<file path="src/pkg/hdltx_defines.svh">
`ifndef HDLTX_DEFINES_SVH
`define HDLTX_DEFINES_SVH

`define HDLTX_FLAG          8'h7e
`define HDLTX_ABORT         8'h7f
`define HDLTX_MARK_IDLE     8'hff
`define HDLTX_CRC_PRESET    16'hffff
`define HDLTX_CRC_POLY_REV  16'h8408
`define HDLTX_FIFO_DEPTH    128
`define HDLTX_STUFF_RUN     3'h5
`define HDLTX_LAST_BIT      3'h7
`define HDLTX_FDL_RATE_HZ   4000
`define HDLTX_SA_BITS       5

`endif

</file>
<file path="src/pkg/hdltx_pkg.sv">
package hdltx_pkg;

   typedef enum logic [1:0] {
      ST_IDLE,
      ST_DATA,
      ST_CRC_LO,
      ST_CRC_HI
   } hdltx_state_t;

   typedef enum logic [1:0] {
      K_FLAG,
      K_DATA,
      K_CRC,
      K_ABORT
   } hdltx_kind_t;

endpackage

</file>
<file path="src/logic/hdltx_fifo.sv">
`timescale 1ns/1ns
module hdltx_fifo #(
   parameter int W     = 9,
   parameter int DEPTH = 128,
   parameter int CW    = $clog2(DEPTH) + 1
) (
   input  wire logic          i_clk,
   input  wire logic          i_rst_n,
   input  wire logic          i_push,
   input  wire logic [W-1:0]  i_data,
   input  wire logic          i_pop,
   output logic      [W-1:0]  o_data,
   output logic               o_valid,
   output logic               o_full,
   output logic      [CW-1:0] o_count
);
   localparam int AW = $clog2(DEPTH);
   localparam logic [CW-1:0] FULL_CNT = CW'(DEPTH);

   logic [W-1:0]  mem [DEPTH];
   logic [AW-1:0] wr_ptr_ff;
   logic [AW-1:0] rd_ptr_ff;
   logic [CW-1:0] count_ff;
   logic          do_push;
   logic          do_pop;

   assign o_full  = (count_ff == FULL_CNT);
   assign o_valid = (count_ff != '0);
   assign o_count = count_ff;
   assign o_data  = mem[rd_ptr_ff];
   assign do_push = i_push && !o_full;
   assign do_pop  = i_pop && o_valid;

   always_ff @(posedge i_clk) begin
      if (do_push) begin
         mem[wr_ptr_ff] <= i_data;
      end
   end

   always_ff @(posedge i_clk or negedge i_rst_n) begin
      if (!i_rst_n) begin
         wr_ptr_ff <= '0;
         rd_ptr_ff <= '0;
         count_ff  <= '0;
      end else begin
         if (do_push) begin
            wr_ptr_ff <= AW'(wr_ptr_ff + 1'b1);
         end
         if (do_pop) begin
            rd_ptr_ff <= AW'(rd_ptr_ff + 1'b1);
         end
         if (do_push && !do_pop) begin
            count_ff <= CW'(count_ff + 1'b1);
         end else if (do_pop && !do_push) begin
            count_ff <= CW'(count_ff - 1'b1);
         end
      end
   end
endmodule

</file>
<file path="src/logic/hdltx_crc.sv">
`timescale 1ns/1ns
`include "hdltx_defines.svh"
module hdltx_crc (
   input  wire logic        i_clk,
   input  wire logic        i_rst_n,
   input  wire logic        i_init,
   input  wire logic        i_en,
   input  wire logic        i_bit,
   output logic      [15:0] o_crc,
   output logic      [15:0] o_crc_nxt
);
   logic [15:0] crc_ff;
   logic [15:0] step;

   // reflected form of x^16+x^12+x^5+1, data taken lsb first
   assign step      = (crc_ff >> 1) ^ ((crc_ff[0] ^ i_bit) ? `HDLTX_CRC_POLY_REV : 16'h0000);
   assign o_crc     = crc_ff;
   assign o_crc_nxt = i_en ? step : crc_ff;

   always_ff @(posedge i_clk or negedge i_rst_n) begin
      if (!i_rst_n) begin
         crc_ff <= `HDLTX_CRC_PRESET;
      end else if (i_init) begin
         crc_ff <= `HDLTX_CRC_PRESET;
      end else if (i_en) begin
         crc_ff <= step;
      end
   end
endmodule

</file>
<file path="src/logic/hdltx_hdlc_tx_engine.sv">
// Overview of operation
// - serial output feeds the 4 kHz T1 facility data link or E1 Sa-bits
// - enabled with no packet ready, send back-to-back 01111110 flags
// - bytes written while the FIFO is not full are queued and, unless flushed after an abort, shifted out serially
// - after last byte send optional CRC then a flag, then idle flags
// - default mode starts a packet automatically once it is fully queued
// - default mode also starts when the FIFO becomes full
// - FIFO holds 128 bytes; default-mode underrun only for longer packets
// - threshold mode sends from upper threshold until below it, packet done
// - flag an event when occupancy falls below the lower threshold
// - event outputs for underflow, below lower threshold, full and overrun
// - insert a zero after five consecutive ones in data or check word
// - abort control bit forces continuous abort characters
// - FIFO empty mid-packet sends abort and raises underrun indication
// - each E1 Sa-bit can be selected to carry the HDLC bit
// - on T1 link, yellow alarm beats bit codes which beat HDLC
`timescale 1ns/1ns
`include "hdltx_defines.svh"
module hdltx_hdlc_tx_engine #(
   parameter int DEPTH = `HDLTX_FIFO_DEPTH,
   parameter int CW    = $clog2(DEPTH) + 1,
   parameter int NSA   = `HDLTX_SA_BITS
) (
   input  wire logic           i_clk,
   input  wire logic           i_reset_n,
   input  wire logic           i_enable,
   input  wire logic           i_crc_en,
   input  wire logic           i_thresh_mode,
   input  wire logic           i_abort,
   input  wire logic [CW-1:0]  i_upper_thr,
   input  wire logic [CW-1:0]  i_lower_thr,
   input  wire logic           i_wr_strobe,
   input  wire logic [7:0]     i_wr_data,
   input  wire logic           i_wr_eop,
   input  wire logic           i_bit_req,
   input  wire logic           i_yellow_active,
   input  wire logic           i_yellow_bit,
   input  wire logic           i_boc_active,
   input  wire logic           i_boc_bit,
   input  wire logic [NSA-1:0] i_sa_sel,
   input  wire logic [NSA-1:0] i_sa_alt,
   output logic                o_fdl_bit,
   output logic      [NSA-1:0] o_sa_bits,
   output logic                o_hdlc_bit,
   output logic                o_underrun_irq,
   output logic                o_lower_irq,
   output logic                o_full_irq,
   output logic                o_overrun_irq,
   output logic      [CW-1:0]  o_fifo_count
);
   logic [1:0]             rst_sync_ff;
   logic                   rst_n;
   hdltx_pkg::hdltx_state_t state_ff;
   hdltx_pkg::hdltx_state_t nxt_state;
   hdltx_pkg::hdltx_kind_t  kind_ff;
   hdltx_pkg::hdltx_kind_t  nxt_kind;
   logic [7:0]             sh_ff;
   logic [7:0]             nxt_byte;
   logic [2:0]             cnt_ff;
   logic [2:0]             ones_ff;
   logic                   cur_eop_ff;
   logic                   nxt_eop;
   logic                   flush_ff;
   logic                   thr_go_ff;
   logic [CW-1:0]          pkt_cnt_ff;
   logic [CW-1:0]          cnt_prev_ff;
   logic                   full_prev_ff;
   logic                   ld_pop;
   logic                   crc_init;
   logic                   udr_ev;
   logic                   set_flush;
   logic                   flush_pop;
   logic                   f_pop;
   logic                   f_push;
   logic [8:0]             f_data;
   logic                   f_valid;
   logic                   f_full;
   logic [CW-1:0]          f_count;
   logic [15:0]            crc;
   logic [15:0]            crc_nxt;
   logic                   stuffable;
   logic                   stuff_now;
   logic                   ser_bit;
   logic                   advance;
   logic                   byte_end;
   logic                   start_ok;
   logic                   pkt_inc;
   logic                   pkt_dec;

   always_ff @(posedge i_clk or negedge i_reset_n) begin
      if (!i_reset_n) begin
         rst_sync_ff <= 2'h0;
      end else begin
         rst_sync_ff <= {rst_sync_ff[0], 1'b1};
      end
   end
   assign rst_n = rst_sync_ff[1];

   assign f_push = i_wr_strobe && !f_full;
   hdltx_fifo #(.W(9), .DEPTH(DEPTH), .CW(CW)) u_fifo (
      .i_clk   (i_clk),
      .i_rst_n (rst_n),
      .i_push  (f_push),
      .i_data  ({i_wr_eop, i_wr_data}),
      .i_pop   (f_pop),
      .o_data  (f_data),
      .o_valid (f_valid),
      .o_full  (f_full),
      .o_count (f_count)
   );

   assign stuffable = (kind_ff == hdltx_pkg::K_DATA) || (kind_ff == hdltx_pkg::K_CRC);
   assign stuff_now = (ones_ff == `HDLTX_STUFF_RUN);
   assign ser_bit   = stuff_now ? 1'b0 : sh_ff[0];
   assign advance   = i_bit_req && !stuff_now;
   assign byte_end  = advance && (cnt_ff == `HDLTX_LAST_BIT);

   hdltx_crc u_crc (
      .i_clk     (i_clk),
      .i_rst_n   (rst_n),
      .i_init    (byte_end && crc_init),
      .i_en      (advance && (kind_ff == hdltx_pkg::K_DATA)),
      .i_bit     (sh_ff[0]),
      .o_crc     (crc),
      .o_crc_nxt (crc_nxt)
   );

   // default mode waits for a whole packet or a full FIFO
   assign start_ok = i_thresh_mode ? thr_go_ff : ((pkt_cnt_ff != '0) || f_full);

   always_comb begin
      nxt_state = state_ff;
      nxt_byte  = `HDLTX_FLAG;
      nxt_kind  = hdltx_pkg::K_FLAG;
      nxt_eop   = cur_eop_ff;
      ld_pop    = 1'b0;
      crc_init  = 1'b0;
      udr_ev    = 1'b0;
      set_flush = 1'b0;
      if (!i_enable) begin
         nxt_state = hdltx_pkg::ST_IDLE;
         nxt_byte  = `HDLTX_MARK_IDLE;
      end else if (i_abort) begin
         nxt_state = hdltx_pkg::ST_IDLE;
         nxt_byte  = `HDLTX_ABORT;
         nxt_kind  = hdltx_pkg::K_ABORT;
         set_flush = (state_ff == hdltx_pkg::ST_DATA) && !cur_eop_ff;
      end else begin
         case (state_ff)
            hdltx_pkg::ST_DATA: begin
               if (cur_eop_ff) begin
                  if (i_crc_en) begin
                     nxt_state = hdltx_pkg::ST_CRC_LO;
                     nxt_byte  = ~crc_nxt[7:0];
                     nxt_kind  = hdltx_pkg::K_CRC;
                  end else begin
                     nxt_state = hdltx_pkg::ST_IDLE;
                  end
               end else if (f_valid) begin
                  ld_pop   = 1'b1;
                  nxt_byte = f_data[7:0];
                  nxt_eop  = f_data[8];
                  nxt_kind = hdltx_pkg::K_DATA;
               end else begin
                  nxt_state = hdltx_pkg::ST_IDLE;
                  nxt_byte  = `HDLTX_ABORT;
                  nxt_kind  = hdltx_pkg::K_ABORT;
                  udr_ev    = 1'b1;
                  set_flush = 1'b1;
               end
            end
            hdltx_pkg::ST_CRC_LO: begin
               nxt_state = hdltx_pkg::ST_CRC_HI;
               nxt_byte  = ~crc[15:8];
               nxt_kind  = hdltx_pkg::K_CRC;
            end
            hdltx_pkg::ST_CRC_HI: begin
               nxt_state = hdltx_pkg::ST_IDLE;
            end
            default: begin
               if (start_ok && f_valid && !flush_ff) begin
                  nxt_state = hdltx_pkg::ST_DATA;
                  ld_pop    = 1'b1;
                  crc_init  = 1'b1;
                  nxt_byte  = f_data[7:0];
                  nxt_eop   = f_data[8];
                  nxt_kind  = hdltx_pkg::K_DATA;
               end else begin
                  nxt_state = hdltx_pkg::ST_IDLE;
               end
            end
         endcase
      end
   end

   // the remainder of an aborted packet is discarded up to its end marker
   assign flush_pop = flush_ff && f_valid && (state_ff != hdltx_pkg::ST_DATA);
   assign f_pop     = (byte_end && ld_pop) || flush_pop;
   assign pkt_inc   = f_push && i_wr_eop;
   assign pkt_dec   = f_pop && f_data[8];

   always_ff @(posedge i_clk or negedge rst_n) begin
      if (!rst_n) begin
         state_ff   <= hdltx_pkg::ST_IDLE;
         kind_ff    <= hdltx_pkg::K_FLAG;
         sh_ff      <= `HDLTX_FLAG;
         cnt_ff     <= 3'h0;
         cur_eop_ff <= 1'b0;
      end else if (byte_end) begin
         state_ff   <= nxt_state;
         kind_ff    <= nxt_kind;
         sh_ff      <= nxt_byte;
         cnt_ff     <= 3'h0;
         cur_eop_ff <= nxt_eop;
      end else if (advance) begin
         sh_ff  <= {1'b1, sh_ff[7:1]};
         cnt_ff <= 3'(cnt_ff + 1'b1);
      end
   end

   always_ff @(posedge i_clk or negedge rst_n) begin
      if (!rst_n) begin
         ones_ff <= 3'h0;
      end else if (i_bit_req) begin
         if (stuff_now || !stuffable || !sh_ff[0]) begin
            ones_ff <= 3'h0;
         end else begin
            ones_ff <= 3'(ones_ff + 1'b1);
         end
      end
   end

   always_ff @(posedge i_clk or negedge rst_n) begin
      if (!rst_n) begin
         flush_ff <= 1'b0;
      end else if (byte_end && set_flush) begin
         flush_ff <= 1'b1;
      end else if (flush_pop && f_data[8]) begin
         flush_ff <= 1'b0;
      end
   end

   always_ff @(posedge i_clk or negedge rst_n) begin
      if (!rst_n) begin
         thr_go_ff <= 1'b0;
      end else if (f_count >= i_upper_thr) begin
         thr_go_ff <= 1'b1;
      end else if (state_ff == hdltx_pkg::ST_IDLE) begin
         thr_go_ff <= 1'b0;
      end
   end

   always_ff @(posedge i_clk or negedge rst_n) begin
      if (!rst_n) begin
         pkt_cnt_ff <= '0;
      end else if (pkt_inc && !pkt_dec) begin
         pkt_cnt_ff <= CW'(pkt_cnt_ff + 1'b1);
      end else if (pkt_dec && !pkt_inc) begin
         pkt_cnt_ff <= CW'(pkt_cnt_ff - 1'b1);
      end
   end

   always_ff @(posedge i_clk or negedge rst_n) begin
      if (!rst_n) begin
         o_hdlc_bit <= 1'b1;
         o_fdl_bit  <= 1'b1;
      end else if (i_bit_req) begin
         o_hdlc_bit <= ser_bit;
         if (i_yellow_active) begin
            o_fdl_bit <= i_yellow_bit;
         end else if (i_boc_active) begin
            o_fdl_bit <= i_boc_bit;
         end else begin
            o_fdl_bit <= ser_bit;
         end
      end
   end

   genvar gi;
   generate
      for (gi = 0; gi < NSA; gi++) begin : g_sa
         always_ff @(posedge i_clk or negedge rst_n) begin
            if (!rst_n) begin
               o_sa_bits[gi] <= 1'b1;
            end else if (i_bit_req) begin
               o_sa_bits[gi] <= i_sa_sel[gi] ? ser_bit : i_sa_alt[gi];
            end
         end
      end
   endgenerate

   always_ff @(posedge i_clk or negedge rst_n) begin
      if (!rst_n) begin
         cnt_prev_ff    <= '0;
         full_prev_ff   <= 1'b0;
         o_underrun_irq <= 1'b0;
         o_lower_irq    <= 1'b0;
         o_full_irq     <= 1'b0;
         o_overrun_irq  <= 1'b0;
         o_fifo_count   <= '0;
      end else begin
         cnt_prev_ff    <= f_count;
         full_prev_ff   <= f_full;
         o_underrun_irq <= byte_end && udr_ev;
         o_lower_irq    <= (f_count < i_lower_thr) && (cnt_prev_ff >= i_lower_thr);
         o_full_irq     <= f_full && !full_prev_ff;
         o_overrun_irq  <= i_wr_strobe && f_full;
         o_fifo_count   <= f_count;
      end
   end
endmodule

</file>
<file path="config.mk">
export PLATFORM = sky130hd
export DESIGN_NAME = hdltx_hdlc_tx_engine
export DESIGN_NICKNAME = d
export VERILOG_FILES = /design/src/pkg/hdltx_pkg.sv /design/src/logic/hdltx_fifo.sv /design/src/logic/hdltx_crc.sv /design/src/logic/hdltx_hdlc_tx_engine.sv
export VERILOG_INCLUDE_DIRS = /design/src /design/src/pkg
export SDC_FILE = /design/constraint.sdc
export NUM_CORES = 1
export LEC_CHECK = 0
export BUFFER_PORTS_ARGS = -buffer_cell sky130_fd_sc_hd__buf_2
export CORE_UTILIZATION = 44
export CTS_BUF_LIST = sky130_fd_sc_hd__clkbuf_4
export DETAILED_ROUTE_END_ITERATION = 8
export PLACE_DENSITY = 0.62
export SYNTH_ARGS = -nofsm -noshare
export SYNTH_HDL_FRONTEND = slang
export SYNTH_SLANG_ARGS = --single-unit
</file>
<file path="constraint.sdc">
create_clock -name i_clk -period 2.87 [get_ports i_clk]
set_input_delay 0.1435 -clock i_clk [delete_from_list [all_inputs] [get_ports i_clk]]
set_output_delay 0.1435 -clock i_clk [all_outputs]
set_load 0.02 [all_outputs]
</file>
== After elaboration in Yosys (flattened, before gate mapping) ==
Memory sizes are Yosys's and may differ from the RTL's.
Index checks and enable logic that the tools add are counted.
Word-level totals
  flip-flop bits (word level): 89
  memory bits (writable): 1152
  input bits: 47
  word-level logic and storage cells: 177
  memories kept: 1
Memories
  u_fifo.mem: depth 128, width 9, read ports 1, clocked after Yosys merged registers in 0, wr ports 1, line hdltx_fifo.sv:20  | logic [W-1:0] mem [DEPTH];
Operators by class
  add/subtract/negate cells: 8
  $lt $le $gt $ge: 3
  equal/unequal tests: 10
  muxes and demuxes: 66
  bitwise gates (word level): 6
  reduce and logical (&&, ||, !) cells: 55
Operators by type and width (number)
  8-bit two-way mux: 12
  16-bit two-way mux: 3
  1-bit two-way mux: 34
  1-bit logical AND: 25
  8-bit one-hot mux with 3 select lines: 1
  2-bit two-way mux: 9
  8-bit by 1-bit adder with 8-bit output (second input constant): 2
  8-bit greater-or-equal comparator: 2
  8-bit NOT: 2
  8-bit nonzero test: 2
  8-bit by 1-bit subtractor with 8-bit output (second input constant): 2
  15-bit by 16-bit bitwise XOR with 16-bit output: 1
  7-bit by 1-bit adder with 7-bit output (second input constant): 2
  2-bit nonzero test: 7
  2-bit one-hot mux with 3 select lines: 2
  1-bit zero test: 11
  3-bit two-way mux: 3
  8-bit equality test (second input constant): 1
  8-bit less-than comparator: 1
  3-bit by 1-bit adder with 3-bit output (second input constant): 2
  2-bit equality test (second input constant): 3
  3-bit equality test (second input constant): 2
  1-bit logical OR: 5
  5-bit != test (second input constant): 1
  10 further kinds: 13

== Depth between registers and ports, before layout ==
  word-level depth: 15
  mapped depth: 24
  mapped depth without buffers: 19

== Modules after synthesis ==
A second synthesis with hierarchy kept.
Second synthesis, totals
  cells, all modules: 2567
  area, all modules: 49663.9 µm²
By module, submodules not included
  hdltx_fifo: instances 1, cells each 2154, area each 45529.9 µm², seq. area each 35143.7 µm²
  hdltx_hdlc_tx_engine: instances 1, cells each 354, area each 3296.9 µm², seq. area each 1292.5 µm²
  hdltx_crc: instances 1, cells each 59, area each 837.1 µm², seq. area each 420.4 µm²

== Worst setup path after synthesis ==
OpenSTA, ideal clock, no wires.
  path kind: register to register
  start: reg ones_ff[0]
  end: reg u_fifo.count_ff[7] (netlist: u_fifo.o_count[7])
  setup time: 0.122 ns
  data arrival time: 3.720 ns
  slack: -0.972 ns
  cell stages (with the launch flop): 20
  buffers on the path: 1
  period minus slack after synthesis: 3.842 ns
  cells stage by stage: dfrtp_1 ha_1 a21boi_4 nand3_1 or2_2 buf_2 a211oi_2 a21o_4 inv_1 ha_1 inv_1 ha_1 a21o_1 a21oi_1 nor2b_1 o21a_1 o41ai_1 xnor2_1 nor2_1 xnor2_1
Between the ends
  longest elaborated chain between the ends: 10
RTL lines
  from (decl): line hdltx_hdlc_tx_engine.sv:60  | logic [2:0] ones_ff;
  from (signal assigned): line hdltx_hdlc_tx_engine.sv:228  | ones_ff <= 3'(ones_ff + 1'b1);
  3-bit equality test (no line) *
  1-bit zero test *: line hdltx_hdlc_tx_engine.sv:115  | assign advance = i_bit_req && !stuff_now;
  1-bit logical AND *: line hdltx_hdlc_tx_engine.sv:115
  1-bit logical AND *: line hdltx_hdlc_tx_engine.sv:116  | assign byte_end = advance && (cnt_ff == `HDLTX_LAST_BIT);
  1-bit logical AND *: line hdltx_hdlc_tx_engine.sv:198  | assign f_pop = (byte_end && ld_pop) || flush_pop;
  1-bit logical OR *: line hdltx_hdlc_tx_engine.sv:198
  1-bit logical AND *: line hdltx_fifo.sv:32  | assign do_pop = i_pop && o_valid;
  1-bit zero test: line hdltx_fifo.sv:52  | if (do_push && !do_pop) begin
  1-bit logical AND: line hdltx_fifo.sv:52
  8-bit two-way mux or 2-bit nonzero test (tied branches)
  to (signal assigned): line hdltx_fifo.sv:53  | count_ff <= CW'(count_ff + 1'b1);
  to (signal assigned): line hdltx_fifo.sv:55  | count_ff <= CW'(count_ff - 1'b1);
  to (decl): line hdltx_fifo.sv:23  | logic [CW-1:0] count_ff;
Mark *: on every way between the ends. The rest lies on a longest branch, timed or not.
A chain may end at the register's enable or synchronous reset.

== Worst setup path after layout ==
  start: reg u_fifo.rd_ptr_ff[0]
  end: reg pkt_cnt_ff[7]
Between the ends
  longest elaborated chain between the ends: 5
RTL lines
  from (decl): line hdltx_fifo.sv:22  | logic [AW-1:0] rd_ptr_ff;
  from (signal assigned): line hdltx_fifo.sv:50  | rd_ptr_ff <= AW'(rd_ptr_ff + 1'b1);
  memory read 128 x 9 bit *
  1-bit logical AND *: line hdltx_hdlc_tx_engine.sv:200  | assign pkt_dec = f_pop && f_data[8];
  1-bit zero test: line hdltx_hdlc_tx_engine.sv:256  | end else if (pkt_inc && !pkt_dec) begin
  1-bit logical AND: line hdltx_hdlc_tx_engine.sv:256
  8-bit two-way mux or 2-bit nonzero test (tied branches)
  to (signal assigned): line hdltx_hdlc_tx_engine.sv:257  | pkt_cnt_ff <= CW'(pkt_cnt_ff + 1'b1);
  to (signal assigned): line hdltx_hdlc_tx_engine.sv:259  | pkt_cnt_ff <= CW'(pkt_cnt_ff - 1'b1);
  to (decl): line hdltx_hdlc_tx_engine.sv:65  | logic [CW-1:0] pkt_cnt_ff;
Marked as above.

==> flow_results.org <==
** Run status
- Outcome :: finished with violations
- Failing checks :: setup timing

** Min path
- Hold_sp :: i_wr_data[3]
- Class of the most critical hold timing path :: primary input to register
- The worst hold path passes through 3 cells.
- The worst hold path terminates at u_fifo.mem[26][3].

** Timing
- Crit share post-route :: 135%
- Setup repair after global routing missed its margin :: yes
- The number of pins with negative max-slew slack in the final report is 0.
- Derived from the worst setup path, the maximum achievable clock frequency is 258 MHz.
- Least setup slack across all paths after layout :: -1010 ps
- Setup violations remaining at the end of the flow were counted as 35.
- Final number of hold-violating endpoints :: 0
- The routed design could run at a clock period as short as 3880 ps.
- Measured slew at the worst slew-check pin :: 1080 ps
- Setup skew after layout :: 108 ps
- Rel. slew slack :: 27.9%

** Pwr
- Per report_power, the sequential group accounts for 43.2% of the total.
- Switch share :: 29.1%
- Clock Power Share :: 29.6%
- Peak ir drop on the vdd network :: 0.000421 V
- Net switching power of the design :: 0.0142 W
- The analysis attributes to cell leakage a power of 20.9 nW.
- The internal power of the cells totals 0.0346 W.
- Total power divided by cell area :: 805 nW/um2
- In this run, the combinational gates consume 27.2% of the power.
- Total power for the finished layout comes to 0.0488 W.

** Setup path
- The worst setup path is of the register to register kind.
- The worst setup path is captured at a register.
- Broken down by cell family, the worst path's largest delay share belongs to multiplexers.
- Data arrival time of the critical path :: 4850 ps
- Sequence of cells on the critical path :: buf_6, mux4_2, mux4_2, a22oi_2, a311oi_4, nand2_2, ha_4, inv_6, ha_1, or2_2, a21oi_2, a21oi_2, xnor2_1, nor2_1, xor2_1
- Critical Path Fanout Max :: 6
- Together, buffers and inverters on the worst path number 2.
- Critical path data required time :: 3840 ps
- Reg-to-reg slack, setup :: -1010 ps
- RR Startpoint :: u_fifo.rd_ptr_ff[0]
- The worst register-to-register path ends at pkt_cnt_ff[7].
- The worst setup path is launched from a register.
- Peak per-stage delay on the critical path :: 500 ps
- Worst R2R Path Depth :: 15
- The largest individual stage delay along the critical path comes from the cell sky130_fd_sc_hd__dfrtp_4.

** Synthesis
- In this run, synthesis produced a sequential element count of 1241.
- Synthesis handed over a netlist of 2596 instances.
- When the netlist entered floorplanning its net count stood at 2690.
- In this run, distinct cell masters in the synthesized netlist total 81.
- Portion of the post-synthesis area used by sequential elements :: 73.9%
- Syn. warnings :: 0
- Number of synthesized flops with an enable pin :: 1152
- Most common flop cell mapped by yosys :: sky130_fd_sc_hd__edfxtp_1
- In this run the mean area of a mapped cell was 19.2 um2.
- After synthesis the cells add up to 49900 um2.
- After synthesis, the share of flip-flops with an asynchronous set or reset is 7.17%.

** Routing
- Initial drt markers :: 2688
- Dividing the detail-routed via count by the number of cells gives 5.72.
- After detailed routing, the number of remaining DRC violations is 0.
- Total detailed-routing wirelength :: 134000 um
- Wire length per cell :: 26.9 um
- The first TritonRoute pass finished after 6 iterations.
- Number of antenna-violating nets in the routed design :: 0
- Vias after detailed routing :: 28.6k

** Clocking
- The cell sitting at the root of the clock tree is a sky130_fd_sc_hd__clkbuf_4.
- The later pin in the worst-skew pair is clocked with a latency of 1190 ps.
- CTS tree :: yes
- Maximum number of buffers from clock root to sink :: 4
- The number of clock buffers added by TritonCTS is 330.
- Clock sink count :: 1241
- Clock transition at path regs :: 60 ps
- Number of H-tree levels :: 5

** GRT
- Total congestion overflow after global routing :: 0
- Pin count of the biggest net entering global routing :: 129
- The via count of the first global-routing pass is 29.5k.
- For this run, the total global-route usage over all layers was measured as 23.1%.
- First-pass GRT wire length :: 194000 um
- The initial antenna violation count came to 2.

** Placed design
- RePlAce Congestion :: 0.932
- During placement, the flow inserted port buffers numbering 65.
- Half-perimeter wire length of the detailed placement result :: 84100 um

** Final layout
- Cells fill 53.9% of the core in the end.
- Multi-input gate area in the final layout :: 13200 um2
- Of the cells placed in the final design, the portion with a size suffix greater than 1 is 41.9%.
- Area delta synth->final :: 21.5%
- Number of nets in the final layout :: 3389
- The filler cells instantiated in the layout total 8788.
- Area occupied by registers :: 36900 um2

** Die
- The initial utilization of the core area, before any placement, comes to 44.4%.
- From bottom edge to top edge, the die measures 339 um.
- The die covers 115000 um2.
- FP Rows :: 123
- Boundary Pins :: 66
- Total core area :: 112000 um2
- From left edge to right edge, the die measures 339 um.

** Run
- Max-capacitance violation count :: 0
## metrics by stage
stage          hold WS (ps)  cell area (um2)  setup WS [ps]  TNS, ps  cells
4_1_cts                4.11            59100           -988   -10490   4936
2_1_floorplan          -152            50000           -615    -3670   2596
3_3_place_gp          -70.8            53900          -1080   -61750   4324
3_5_place_dp          -68.9            53900          -1160   -83910   4324
5_1_grt                60.3            60600          -1090   -15310   4998
6_report                113            60600          -1010   -12310   5000
## tightest hold or removal path: cells and delay by family
family                 cells  cell delay (ps)
buffers and inverters      3              870
## kinds of logic (layout without fill, tap and decap cells)
logic type      after synthesis  in the layout  share of synthesized area, %
flops                      1241           1241                          73.9
other cells                   1             10                       0.00752
buf+inv                     167           1061                          2.07
compound gates              295            295                          4.09
mux                         366            366                          14.1
fa+ha+maj                    47             47                          1.21
simple gates                449            450                          4.04
xor+xnor                     30             30                         0.527
## final cells by class
type                            count  share of cell area (%)
Antenna cell                        9                  0.0372
Sequential cell                  1241                    60.8
Tap cell                         1500                    3.10
Clock buffer                      460                    5.70
Clock inverter                     68                   0.586
Multi-Input combinational cell   1189                    21.7
Timing Repair Buffer              496                    7.77
Inverter                           37                   0.250
## power by group through the flow
stage / Clock, W / Sequential [W] / Combinational, W
CTS: 0.0147 / 0.0211 / 0.0120
floorplan: 0 / 0.0215 / 0.00669
global placement: 0 / 0.0214 / 0.0108
finish: 0.0144 / 0.0211 / 0.0133
global route: 0.0157 / 0.0211 / 0.0140
detailed placement: 0 / 0.0214 / 0.0110
## metal layers
metal | global-route usage (%) | wire [um] | vias up
li1 | - | - | 12160
met1 | 31.2 | 53700 | 14771
met2 | 37.3 | 65600 | 1417
met3 | 4.82 | 10800 | 276
met4 | 8.48 | 4210 | 0
met5 | 0 | 0 | -
## sequential cells by signal, summed over array words and instances (netlist names)
name              flops
u_fifo.mem         1152
o_overrun_irq         1
o_hdlc_bit            1
sh_ff                 8
u_fifo.wr_ptr_ff      7
full_prev_ff          1
u_fifo.o_count        8
kind_ff               2
pkt_cnt_ff            8
o_sa_bits             5
u_crc.o_crc          16
cur_eop_ff            1
o_full_irq            1
cnt_prev_ff           8
ones_ff               3
u_fifo.rd_ptr_ff      7
thr_go_ff             1
state_ff              2
cnt_ff                3
o_lower_irq           1
o_fdl_bit             1
flush_ff              1
o_underrun_irq        1
rst_sync_ff           2
## worst max-delay path by stage
stage / start / end / slack (ps) / depth (start not counted)
detailed placement: u_fifo.rd_ptr_ff[0] / pkt_cnt_ff[6] / -1160 / 19
CTS: u_fifo.rd_ptr_ff[0] / pkt_cnt_ff[7] / -990 / 17
global placement: u_fifo.rd_ptr_ff[0] / pkt_cnt_ff[7] / -1080 / 16
finish: u_fifo.rd_ptr_ff[0] / pkt_cnt_ff[7] / -1010 / 15
global route: u_fifo.rd_ptr_ff[0] / pkt_cnt_ff[7] / -1090 / 15
floorplan: u_fifo.o_count[2] / u_fifo.o_count[7] / -610 / 17
## timing repair
action	in CTS	in global routing
buffers inserted	21	57
hold buffers	59	0
resized for setup	163	211
endpoints found under the setup margin	596	850
pin swaps	27	41
hold endpoints to repair	1160	0
gates cloned	4	8
## cells in the mapped netlist, types with 4 or more instances
cell                        instances  share of area (%)
sky130_fd_sc_hd__a2111oi_0          6               0.11
sky130_fd_sc_hd__a211oi_1          11               0.17
sky130_fd_sc_hd__a21o_1            10               0.15
sky130_fd_sc_hd__a21oi_1           59               0.59
sky130_fd_sc_hd__a221oi_1          16               0.28
sky130_fd_sc_hd__a22o_1            15               0.26
sky130_fd_sc_hd__a22oi_1           33               0.50
sky130_fd_sc_hd__a311oi_1           8               0.14
sky130_fd_sc_hd__a31oi_1            5              0.063
sky130_fd_sc_hd__and2_1             7              0.088
sky130_fd_sc_hd__and3_1             8               0.10
sky130_fd_sc_hd__buf_2             50               0.50
sky130_fd_sc_hd__buf_4             22               0.33
sky130_fd_sc_hd__buf_6             18               0.41
sky130_fd_sc_hd__buf_8              7               0.21
sky130_fd_sc_hd__clkbuf_1          26               0.20
sky130_fd_sc_hd__dfrtp_1           60                3.0
sky130_fd_sc_hd__dfstp_2           29                1.5
sky130_fd_sc_hd__edfxtp_1        1152                 69
sky130_fd_sc_hd__ha_1              45                1.1
sky130_fd_sc_hd__inv_1             33               0.25
sky130_fd_sc_hd__mux2_2            24               0.54
sky130_fd_sc_hd__mux2i_1           76                1.5
sky130_fd_sc_hd__mux4_1             8               0.42
sky130_fd_sc_hd__mux4_2           258                 12
sky130_fd_sc_hd__nand2_1          117               0.88
sky130_fd_sc_hd__nand2_2            5              0.063
sky130_fd_sc_hd__nand2b_1          11               0.14
sky130_fd_sc_hd__nand3_1           42               0.42
sky130_fd_sc_hd__nand3b_1           6              0.090
sky130_fd_sc_hd__nand4_1            5              0.063
sky130_fd_sc_hd__nor2_1           191                1.4
sky130_fd_sc_hd__nor2b_1           17               0.21
sky130_fd_sc_hd__nor3_1            20               0.20
sky130_fd_sc_hd__nor4_1             4              0.050
sky130_fd_sc_hd__o211ai_1           9               0.14
sky130_fd_sc_hd__o21ai_0           56               0.56
sky130_fd_sc_hd__o221ai_1          13               0.23
sky130_fd_sc_hd__o22ai_1           13               0.16
sky130_fd_sc_hd__o311ai_0           4              0.070
sky130_fd_sc_hd__o31ai_1            7               0.11
sky130_fd_sc_hd__xnor2_1           20               0.35
sky130_fd_sc_hd__xor2_1            10               0.18
## placed cells by master (no fill, tap or decap), types with 14 or more instances in the layout
master and instances:
sky130_fd_sc_hd__inv_1 29, sky130_fd_sc_hd__nor2_1 93, sky130_fd_sc_hd__xnor2_1 18, sky130_fd_sc_hd__nor2_4 40
sky130_fd_sc_hd__o21ai_1 15, sky130_fd_sc_hd__dlygate4sd3_1 59, sky130_fd_sc_hd__clkinv_1 49, sky130_fd_sc_hd__nor2_2 59
sky130_fd_sc_hd__a22oi_1 27, sky130_fd_sc_hd__nand3_1 35, sky130_fd_sc_hd__dfstp_2 29, sky130_fd_sc_hd__nor2b_1 15
sky130_fd_sc_hd__nand2_1 102, sky130_fd_sc_hd__edfxtp_1 1152, sky130_fd_sc_hd__dfrtp_1 54, sky130_fd_sc_hd__a21oi_1 44
sky130_fd_sc_hd__nor3_1 19, sky130_fd_sc_hd__buf_6 41, sky130_fd_sc_hd__o21ai_0 38, sky130_fd_sc_hd__buf_2 56
sky130_fd_sc_hd__buf_12 34, sky130_fd_sc_hd__mux2_2 23, sky130_fd_sc_hd__clkbuf_4 460, sky130_fd_sc_hd__nand2_2 14
sky130_fd_sc_hd__buf_4 282, sky130_fd_sc_hd__ha_1 37, sky130_fd_sc_hd__a22o_1 15, sky130_fd_sc_hd__mux4_2 258
sky130_fd_sc_hd__mux2i_1 74
Power figures use the tool's default switching activity.
